**src/verilog/spmc_defs.svh**
```systemverilog
// constants of the serial port mode and status control block
// assumes an APB slave with 32-bit data and a 12-bit byte address
//
// Contract
// - set transmit-done flag at end of frame
// - modes 2 and 3 capture ninth bit
// - mode 1, filter clear: store stop bit
// - mode bits 00 select shift register mode
// - decode 01, 10, 11 as modes 1-3
`ifndef SPMC_DEFS_SVH
`define SPMC_DEFS_SVH

`define SPMC_SERIAL_CONTROL_ADDR 12'h098
`define SPMC_SERIAL_CONTROL_RST  8'h00

`define SPMC_MODE_HI_BIT   7
`define SPMC_MODE_LO_BIT   6
`define SPMC_FILTER_BIT    5
`define SPMC_RX_ENABLE_BIT 4
`define SPMC_TX_NINTH_BIT  3
`define SPMC_RX_NINTH_BIT  2
`define SPMC_TX_DONE_BIT   1
`define SPMC_RX_DONE_BIT   0

// mode 2 runs at this fraction of the oscillator input
`define SPMC_MODE2_OSC_DIV 8'h40

`endif

```
**src/verilog/spmc_pkg.sv**
```systemverilog
// types of the serial port mode and status control block
// assumes the shift datapath reports frame ends on the same clock
package spmc_pkg;

  typedef enum logic [1:0] {
    SPMC_SHIFT_REG   = 2'b00,
    SPMC_UART8_VAR   = 2'b01,
    SPMC_UART9_FIXED = 2'b10,
    SPMC_UART9_VAR   = 2'b11
  } spmc_mode_type;

  // frame-end reports from the shift datapath, one-cycle pulses
  typedef struct packed {
    logic txEnd;
    logic rxEnd;
    logic rxBit;
  } spmc_event_type;

endpackage

```
**src/verilog/spmc_top.sv**
```systemverilog
// serial port control register with mode decode and done flags
// assumes an APB master on clk and a shift datapath on the same clock
`timescale 1ns/1ps
`include "spmc_defs.svh"

module spmc_top (
  input  wire logic                  clk,
  input  wire logic                  rstn,
  input  wire logic                  psel,
  input  wire logic                  penable,
  input  wire logic                  pwrite,
  input  wire logic [11:0]           paddr,
  input  wire logic [31:0]           pwdata,
  output logic [31:0]                prdata,
  output logic                       pready,
  output logic                       pslverr,
  input  wire spmc_pkg::spmc_event_type serialEvent,
  output spmc_pkg::spmc_mode_type    portMode,
  output logic                       rxEnable,
  output logic                       multiprocFilter,
  output logic                       txNinthBit,
  output logic                       rxNinthBit,
  output logic                       txDoneFlag,
  output logic                       rxDoneFlag
);
  import spmc_pkg::*;

  logic [7:0]  ctl_r;
  logic [7:0]  ctl_nxt;
  logic [31:0] prdata_r;
  logic        pready_r;
  logic        pslverr_r;

  function automatic logic nineBitMode(input logic [1:0] m);
    nineBitMode = m[1];
  endfunction

  // bus decode
  wire       hitCtl   = (paddr == `SPMC_SERIAL_CONTROL_ADDR);
  wire       setupCyc = psel & ~penable;
  wire       accessWr = psel & penable & pready_r & pwrite & hitCtl;
  wire [31:0] rdValue = hitCtl ? {24'h000000, ctl_r} : 32'h00000000;

  // current mode and control bits
  wire [1:0] modeSel = {ctl_r[`SPMC_MODE_HI_BIT], ctl_r[`SPMC_MODE_LO_BIT]};
  wire       filt     = ctl_r[`SPMC_FILTER_BIT];
  wire       ren      = ctl_r[`SPMC_RX_ENABLE_BIT];
  wire       nineMode = nineBitMode(modeSel);
  wire       mode1    = (modeSel == 2'b01);

  // frames arrive only while reception is enabled
  wire rxFrame = serialEvent.rxEnd & ren;
  wire rxReject = filt & ~serialEvent.rxBit & (nineMode | mode1);
  wire rxAccept = rxFrame & ~rxReject;
  wire rxLoadBit = rxFrame & (nineMode | (mode1 & ~filt));

  wire [7:0] ctlWritten = accessWr ? pwdata[7:0] : ctl_r;

  // hardware set wins over a software clear in the same cycle
  always_comb begin
    ctl_nxt = ctlWritten;
    if (rxLoadBit) begin
      ctl_nxt[`SPMC_RX_NINTH_BIT] = serialEvent.rxBit;
    end
    if (serialEvent.txEnd) begin
      ctl_nxt[`SPMC_TX_DONE_BIT] = 1'b1;
    end
    if (rxAccept) begin
      ctl_nxt[`SPMC_RX_DONE_BIT] = 1'b1;
    end
  end

  always_ff @(posedge clk or negedge rstn) begin
    if (!rstn) begin
      ctl_r <= `SPMC_SERIAL_CONTROL_RST;
    end else begin
      ctl_r <= ctl_nxt;
    end
  end

  // zero-wait access phase; read data and error latched at setup
  always_ff @(posedge clk or negedge rstn) begin
    if (!rstn) begin
      prdata_r  <= 32'h00000000;
      pready_r  <= 1'b0;
      pslverr_r <= 1'b0;
    end else begin
      pready_r  <= setupCyc;
      pslverr_r <= setupCyc & ~hitCtl;
      if (setupCyc & ~pwrite) begin
        prdata_r <= rdValue;
      end
    end
  end

  assign prdata  = prdata_r;
  assign pready  = pready_r;
  assign pslverr = pslverr_r;
  assign portMode        = spmc_mode_type'(modeSel);
  assign multiprocFilter = filt;
  assign rxEnable        = ren;
  assign txNinthBit      = ctl_r[`SPMC_TX_NINTH_BIT];
  assign rxNinthBit      = ctl_r[`SPMC_RX_NINTH_BIT];
  assign txDoneFlag      = ctl_r[`SPMC_TX_DONE_BIT];
  assign rxDoneFlag      = ctl_r[`SPMC_RX_DONE_BIT];

  // control byte as the pins show it
  wire [7:0] ctlPins = {portMode, multiprocFilter, rxEnable, txNinthBit,
                        rxNinthBit, txDoneFlag, rxDoneFlag};
endmodule

```
**config.mk**
```make
export PLATFORM = sky130hd
export DESIGN_NAME = spmc_top
export DESIGN_NICKNAME = d
export VERILOG_FILES = /design/src/verilog/spmc_pkg.sv /design/src/verilog/spmc_top.sv
export VERILOG_INCLUDE_DIRS = /design/src /design/src/verilog
export SDC_FILE = /design/constraint.sdc
export NUM_CORES = 1
export LEC_CHECK = 0
export ABC_AREA = 1
export BUFFER_PORTS_ARGS = -buffer_cell sky130_fd_sc_hd__buf_2
export CAP_MARGIN = 25
export CORE_UTILIZATION = 35
export DETAILED_ROUTE_END_ITERATION = 12
export PLACE_DENSITY_LB_ADDON = 0.2
export SKIP_LAST_GASP = 1
export SYNTH_ARGS = -nofsm -noshare
export SYNTH_HDL_FRONTEND = slang
export SYNTH_SLANG_ARGS = --single-unit
```
**constraint.sdc**
```tcl
create_clock -name clk -period 1 [get_ports clk]
set_input_delay 0.1 -clock clk [delete_from_list [all_inputs] [get_ports clk]]
set_output_delay 0.1 -clock clk [all_outputs]
set_load 0.01 [all_outputs]
```
Word level (Yosys, flattened, before mapping)

Index checks and enable logic that the tools add are counted.

Word-level logic and storage cells: 38
RAM bits: 0
Bits in read-only memories: 0
Bits in latches: 0
Flip-flop bits (word level): 42
Memories: 0
Bits of input ports: 52
Output and inout port bits: 42

Reduce and logical (&&, ||, !) cells: 3
Shifts and indexed selects: 0
$mul: 0
Order comparisons: 0
Eq/ne operators: 2
Divide/modulo/power cells: 0
$add $sub $neg: 0
Mux-type cells: 5
Bitwise gates (word level): 21

Operator list:

| operator                                       | count |
|---|---|
| bitwise AND 1 bit                              | 13 |
| == test 12 x 8 -> 1 bit, second input constant | 1 |
| 2-to-1 mux 8 bit                               | 1 |
| NOT 1 bit                                      | 6 |
| nonzero test 2 bit                             | 3 |
| 2-to-1 mux 1 bit                               | 3 |
| 2-to-1 mux 3 bit                               | 1 |
| == test 2 x 1 -> 1 bit, second input constant  | 1 |
| OR 1 bit                                       | 2 |

Longest topological paths before layout

Gate-level depths: netlist of the first run.

Word-level depth: 6
Gate-level depth with buffers: 8
Gate-level depth less buffers: 8

Worst setup path after synthesis of the first run

Ideal clock, no wire load.

Path type: reg2reg
Start point: register pready_r (netlist: pready)
End point: register ctl_r[2] (netlist: ctlPins[2])
Setup time: 124 ps
Data arrival time: 906 ps
Path slack: -30 ps
Stages on the path, launching flop included: 6
Clock period less this slack: 1030 ps
Path buffers: 0
Path through: dfrtp_1 -> nand2_2 -> nor2_8 -> nand3_2 -> nand2_1 -> nand3_1

Cells in the longest elaborated chain, start to end: 4

Ends and longest elaborated chain:

| element                        | line           | RTL |
|---|---|---|
| start: declaration             | spmc_top.sv:31 | `logic pready_r;` |
| start signal: assignment       | spmc_top.sv:88 | `pready_r <= setupCyc;` |
| bitwise AND 1 bit (3 in a row) | spmc_top.sv:41 | `wire accessWr = psel & penable & pready_r & pwrite & hitCtl;` |
| nonzero test 2 bit (no line)   | -              |  |
| end signal: assignment         | spmc_top.sv:75 | `` ctl_r <= `SPMC_SERIAL_CONTROL_RST; `` |
| end signal: assignment         | spmc_top.sv:77 | `ctl_r <= ctl_nxt;` |
| end: declaration               | spmc_top.sv:28 | `logic [7:0] ctl_r;` |

No other way between the ends.
A chain may end at the register's enable or synchronous reset.

Worst setup path in the final report of the first run

Start point: register ctl_r[7] (netlist: ctlPins[7])
End point: output port portMode[1]

RTL lines:

| element          | line           | RTL |
|---|---|---|
| end: declaration | spmc_top.sv:18 | `output spmc_pkg::spmc_mode_type portMode,` |

No word-level cell between the ends.

==> results of run 1 <==
repair_timing:
| action | in CTS | in global routing |
|---|---|---|
| pin swaps | 1 | 7 |
| setup endpoints to repair | 10 | 12 |
| endpoints found under the hold margin | 19 | 0 |
| gates resized for setup | 11 | 1 |
| setup buffers | 5 | 0 |
| hold buffers | 2 | 0 |
layout make-up:
type	instances	area, um2
clock buffers	4	36.3
fillers	319	1540
inverters	22	82.6
multi-input cells	106	517
flip-flops and latches	18	450
well taps	44	55.1
repair buffers	63	418
worst max-delay path, cell delays in order (launching register included):
cell and delay, ps:
dfrtp_1 420, buf_6 130, buf_6 110
per-layer routing:
metal | global-route usage | wire length, um
met1 | 0.173 | 1030
met2 | 0.246 | 1250
met3 | 0.0371 | 138
met5 | 0 | 0
met4 | 0.0408 | 0
state kept, by name (all words and copies together) (netlist names):
| register | cells |
|---|---|
| prdata | 8 |
| ctlPins | 8 |
| pslverr | 1 |
| pready | 1 |
power by group:
part | switching [W] | total [W] | internal [W]
logic | 0.000128 | 0.000197 | 0.0000699
registers | 0.00000227 | 0.000734 | 0.000732
clock network | 0.000237 | 0.000458 | 0.000222
how the worst max path moves through the flow:
stage,to
floorplan,ctlPins[2]
global placement,ctlPins[0]
detailed placement,ctlPins[1]
CTS,portMode[1]
global route,ctlPins[0]
finish,portMode[1]
cell usage after synthesis:
library cell / number / share of area
nand2_1: 35 / 0.11
buf_4: 25 / 0.16
inv_1: 21 / 0.068
dfrtp_1: 18 / 0.39
nand3_1: 17 / 0.074
nor2_1: 11 / 0.036
o21ai_1: 8 / 0.035
buf_6: 2 / 0.019
nand2_2: 2 / 0.011
nand4_1: 2 / 0.011
nor2_4: 2 / 0.019
nor2_8: 2 / 0.035
conb_1: 1 / 0.0032
inv_2: 1 / 0.0032
nand3_2: 1 / 0.0087
o31ai_1: 1 / 0.0065
or2_1: 1 / 0.0054
stage by stage:
| step | worst slack [ps] | total power (W) |
|---|---|---|
| 2_1_floorplan | -3.28 | 0.000925 |
| 4_1_cts | -54.9 | 0.00140 |
| 5_1_grt | -129 | 0.00145 |
| 3_5_place_dp | -46.4 | 0.000939 |
| 3_3_place_gp | -33.5 | 0.000935 |
| 6_report | -57.1 | 0.00139 |
kinds of logic after synthesis:
logic type             after synthesis  share of synthesized area
buffers and inverters               49                      0.253
AO/OA/AOI/OAI                        9                     0.0411
AND/OR/NAND/NOR                     73                      0.313
other                                1                    0.00324
flip-flops                          18                      0.390
==> reports/metrics.yaml, run 1 <==
run_status:
  status: "finished with violations"
  violations: "setup timing"
cells_and_area:
  antennaDiodeCount: 0
  drive_above_1_share: 0.362
  final_cells: 257
  nNetsFinal: 266
  final_cell_mix: "buf_2, nand2_1, conb_1, inv_1, dfrtp_1"
  postLayoutCoreUtil: 0.502
  final_common_cell: "buf_2"
  design_area_mm2: 0.00156
  area_delta_synth_final_pct: 34.8
floorplanning:
  pin_count: 94
  initial_utilization: 0.373
  die_x_um: 59.5
  die_h_um: 59.5
  coreArea_mm2: 0.00310
  core.rowCount: 20
  die-area_mm2: 0.00354
critical_path:
  crit_path_end_kind: "output port"
  required_ps: 900
  worstRegToRegCells: 5
  rr_endpoint: "ctlPins[1]"
  start_kind: "flop"
  critPathMaxFanout: 3
  arrival_ps: 960
  worst-setup-path-type: "reg -> out"
  critPathLaunch: "ctlPins[7]"
  r2r_start: "pready"
  r2r_slack_ps: -30
drt:
  drtIter0Drc: 36
  via_per_inst: 4.00
  drtPass1Iterations: 4
  drcViolationCount: 0
  vias: 1029
  wire_per_inst_um: 9.40
  finalWirelength_um: 2420
  ant_nets: 0
min_path:
  hold_depth: 3
  min-delay-path-class: "in -> reg"
  worstHoldStart: "pwdata[5]"
  min_to: "ctlPins[5]"
sta:
  tns_ps: -277
  fin_worst_skew_ps: 0.790
  holdWs_ps: 21.1
  period_needed_ps: 1060
  fmax_ghz: 0.946
  rsz0062_at_grt: "yes"
  layout_setup_ws_ps: -57.1
  final_hold_viol_count: 0
  fin_crit_sh: 1.06
  slew_viol_final: 0
  setup_violations: 11
placed_design:
  dp_hpwl_um: 1880
  dp.cells: 246
  port_buffers: 45
  gp_congestion: 0.757
  placed_area_mm2: 0.00142
flow_run:
  cap_violations: 0
yosys:
  synth.yosys.seq_area_share: 0.390
  syn_avg_cell_area_um2: 7.71
  syn_area_mm2: 0.00116
  yosys_warnings: 0
  yosysUniqueCellTypes: 17
  synthCells: 150
  ys_ff_latch: 18
cts:
  cts.sinks: 18
  cts_tree: "done"
  clockRootBuffer: "clkbuf_4"
  cts_buffers: 3
  cts_max_path_buffers: 2
  clock_latency_ps: 290
  h-tree-depth: 1
  clkTransAtPathRegs_ps: 110
grt:
  overflow: 0
  grt_pass1_wl_um: 3800
  grt_pass1_vias: 887
  grt_usage: 0.142
  grt_max_degree: 19
  antenna_found_initial: 0
power_and_ir_drop:
  p_leak_nw: 0.961
  p_per_area_mw_per_mm2: 892
  vdd_ir_drop_max_v: 0.000314
(Power assumes the default switching activity.)
==> run 2: changes to the inputs <==
- REMOVE_ABC_BUFFERS: not set -> 1
==> run 2 against run 1 <==
- the run still ends with setup timing left
- via count increased by 1.7%
- hold slack worse by 2.9 ps
- largest power group unchanged
- die area did not move
==> reports/metrics.yaml, run 2 (synthesis gave the netlist of run 1 again) <==
grt:
  grt_pass1_vias: 933  # +5.2%
  overflow: 0  # unchanged
  grt_max_degree: 19  # unchanged
  grt_pass1_wl_um: 3820  # +0.71%
  grt_usage: 0.142  # -0.000459
  antenna_found_initial: 0  # unchanged
placed_design:
  dp_hpwl_um: 1910  # +1.8%
  dp.cells: 244  # -0.81%
  port_buffers: 45  # unchanged
  gp_congestion: 0.845  # +12%
cells_and_area:
  final_common_cell: "buf_2"
  final_cells: 251  # -2.3%
  postLayoutCoreUtil: 0.485  # -0.0169
  antennaDiodeCount: 0  # unchanged
  nNetsFinal: 261  # -1.9%
  final_cell_mix: "buf_2, nand2_1, conb_1, inv_1, dfrtp_1"
  drive_above_1_share: 0.357  # -0.00401
  area_delta_synth_final_pct: 30.3
  nFillCells: 347  # +8.8%
power_and_ir_drop:
  p_leak_nw: 0.925  # -3.7%
  power_w: 0.00127  # -8.5%
  switching_share: 0.263  # about the same
  switchingPower_w: 0.000335  # -8.6%
  p_int_w: 0.000936  # -8.5%
  pwr-share-seq: 0.577  # +0.049
  pwr-share-comb: 0.151  # +0.009
  p_per_area_mw_per_mm2: 844  # -5.3%
  clkPwrFrac: 0.272  # -0.058
  vdd_ir_drop_max_v: 0.000242  # -23%
floorplanning:
  pin_count: 94  # unchanged
  die_x_um: 59.5  # unchanged
  coreArea_mm2: 0.00310  # unchanged
  initial_utilization: 0.373  # unchanged
  die_h_um: 59.5  # unchanged
  core.rowCount: 20  # unchanged
  die-area_mm2: 0.00354  # unchanged
drt:
  wire_per_inst_um: 9.45  # +0.53%
  drtIter0Drc: 28  # -22%
  drcViolationCount: 0  # unchanged
  finalWirelength_um: 2370  # -1.8%
  drtPass1Iterations: 4  # unchanged
  ant_nets: 0  # unchanged
  via_per_inst: 4.17  # +4.1%
  vias: 1046  # +1.7%
critical_path:
  arrival_ps: 960  # about the same
  crit_path_end_kind: "output port"
  worstRegToRegCells: 5  # unchanged
  worst-setup-path-type: "reg -> out"
  critPathMaxFanout: 4  # +1
  r2r_slack_ps: -30  # about the same
  required_ps: 900  # about the same
  start_kind: "flop"
cts:
  h-tree-depth: 1  # unchanged
  clkTransAtPathRegs_ps: 100  # about the same
  cts.sinks: 18  # unchanged
  cts_max_path_buffers: 2  # unchanged
  clock_latency_ps: 280  # about the same
  cts_tree: "done"
  clockRootBuffer: "clkbuf_4"
  cts_buffers: 3  # unchanged
sta:
  slew_viol_final: 0  # unchanged
  fmax_ghz: 0.946  # about the same
  period_needed_ps: 1060  # -0.395 ps
  fin_crit_sh: 1.06  # about the same
  final_hold_viol_count: 0  # unchanged
  rsz0062_at_grt: "yes"
  fin_worst_skew_ps: 0.773  # -0.0173 ps
  holdWs_ps: 18.2  # -2.87 ps
  layout_setup_ws_ps: -56.7  # +0.395 ps
  setup_violations: 4  # -7
min_path:
  hold_depth: 3  # unchanged
  min-delay-path-class: "in -> reg"
flow_run:
  cap_violations: 0  # unchanged
run_status:
  status: "finished with violations"
  violations: "setup timing"
[run 2: layer usage]
| layer | vias to the layer above | wire [um] | global-route usage | part of all wire |
|---|---|---|---|---|
| met2 | 52 | 1220 | 0.246 | 0.51 |
| met3 | 0 | 151 | 0.0218 | 0.064 |
| met4 | 0 | 0 | 0.0510 | 0 |
| met5 | - | 0 | 0 | 0 |
| li1 | 529 | - | - | - |
| met1 | 465 | 998 | 0.177 | 0.42 |
[run 2: path summary, 6_finish.rpt]
path / start / end
setup / recovery: ctlPins[7] / portMode[1]
hold / removal: serialEvent[2] / ctlPins[1]
setup reg to reg: ctlPins[7] / ctlPins[2]
hold reg to reg: prdata[7] / prdata[7]
max in group asynchronous: rstn / ctlPins[1]
min in group asynchronous: rstn / pready
[run 2: through the flow]
stage / cell area [um2] / setup WS (ps) / TNS [ps]
3_3_place_gp: 1390 / -32.0 / -267
5_1_grt: 1510 / -129 / -641
3_5_place_dp: 1390 / -51.3 / -524
6_report: 1510 / -56.7 / -131
4_1_cts: 1480 / -71.2 / -174
2_1_floorplan: 1030 / -30.1 / -102
[run 2: repair_timing]
item                                   CTS  global route
setup endpoints to repair               11            12
cloned                                   0             0
hold buffers                             1             0
endpoints found under the hold margin   18             0
buffers inserted                         2             1
pin swaps                                1             5
resized for setup                        9             6
[run 2: final cells by class]
cell class / instances / area [um2] / share of cell area
repair buffers: 58 / 372 / 0.247
clock buffers: 3 / 22.5 / 0.0150
multi-input cells: 106 / 524 / 0.348
well taps: 44 / 55.1 / 0.0365
flip-flops and latches: 18 / 450 / 0.299
inverters: 22 / 82.6 / 0.0548
[run 2: worst max-delay path, stage by stage, from the launching register on]
cell,delay (ps)
dfrtp_1,430
buf_6,140
buf_6,110
[run 2: power groups by stage]
stage                      logic, W  clock network (W)  registers (W)
after floorplan           0.0000906                  0       0.000751
after global placement     0.000184                  0       0.000748
after detailed placement   0.000189                  0       0.000748
after CTS                  0.000194           0.000374       0.000734
after global routing       0.000220           0.000398       0.000734
final                      0.000192           0.000346       0.000734
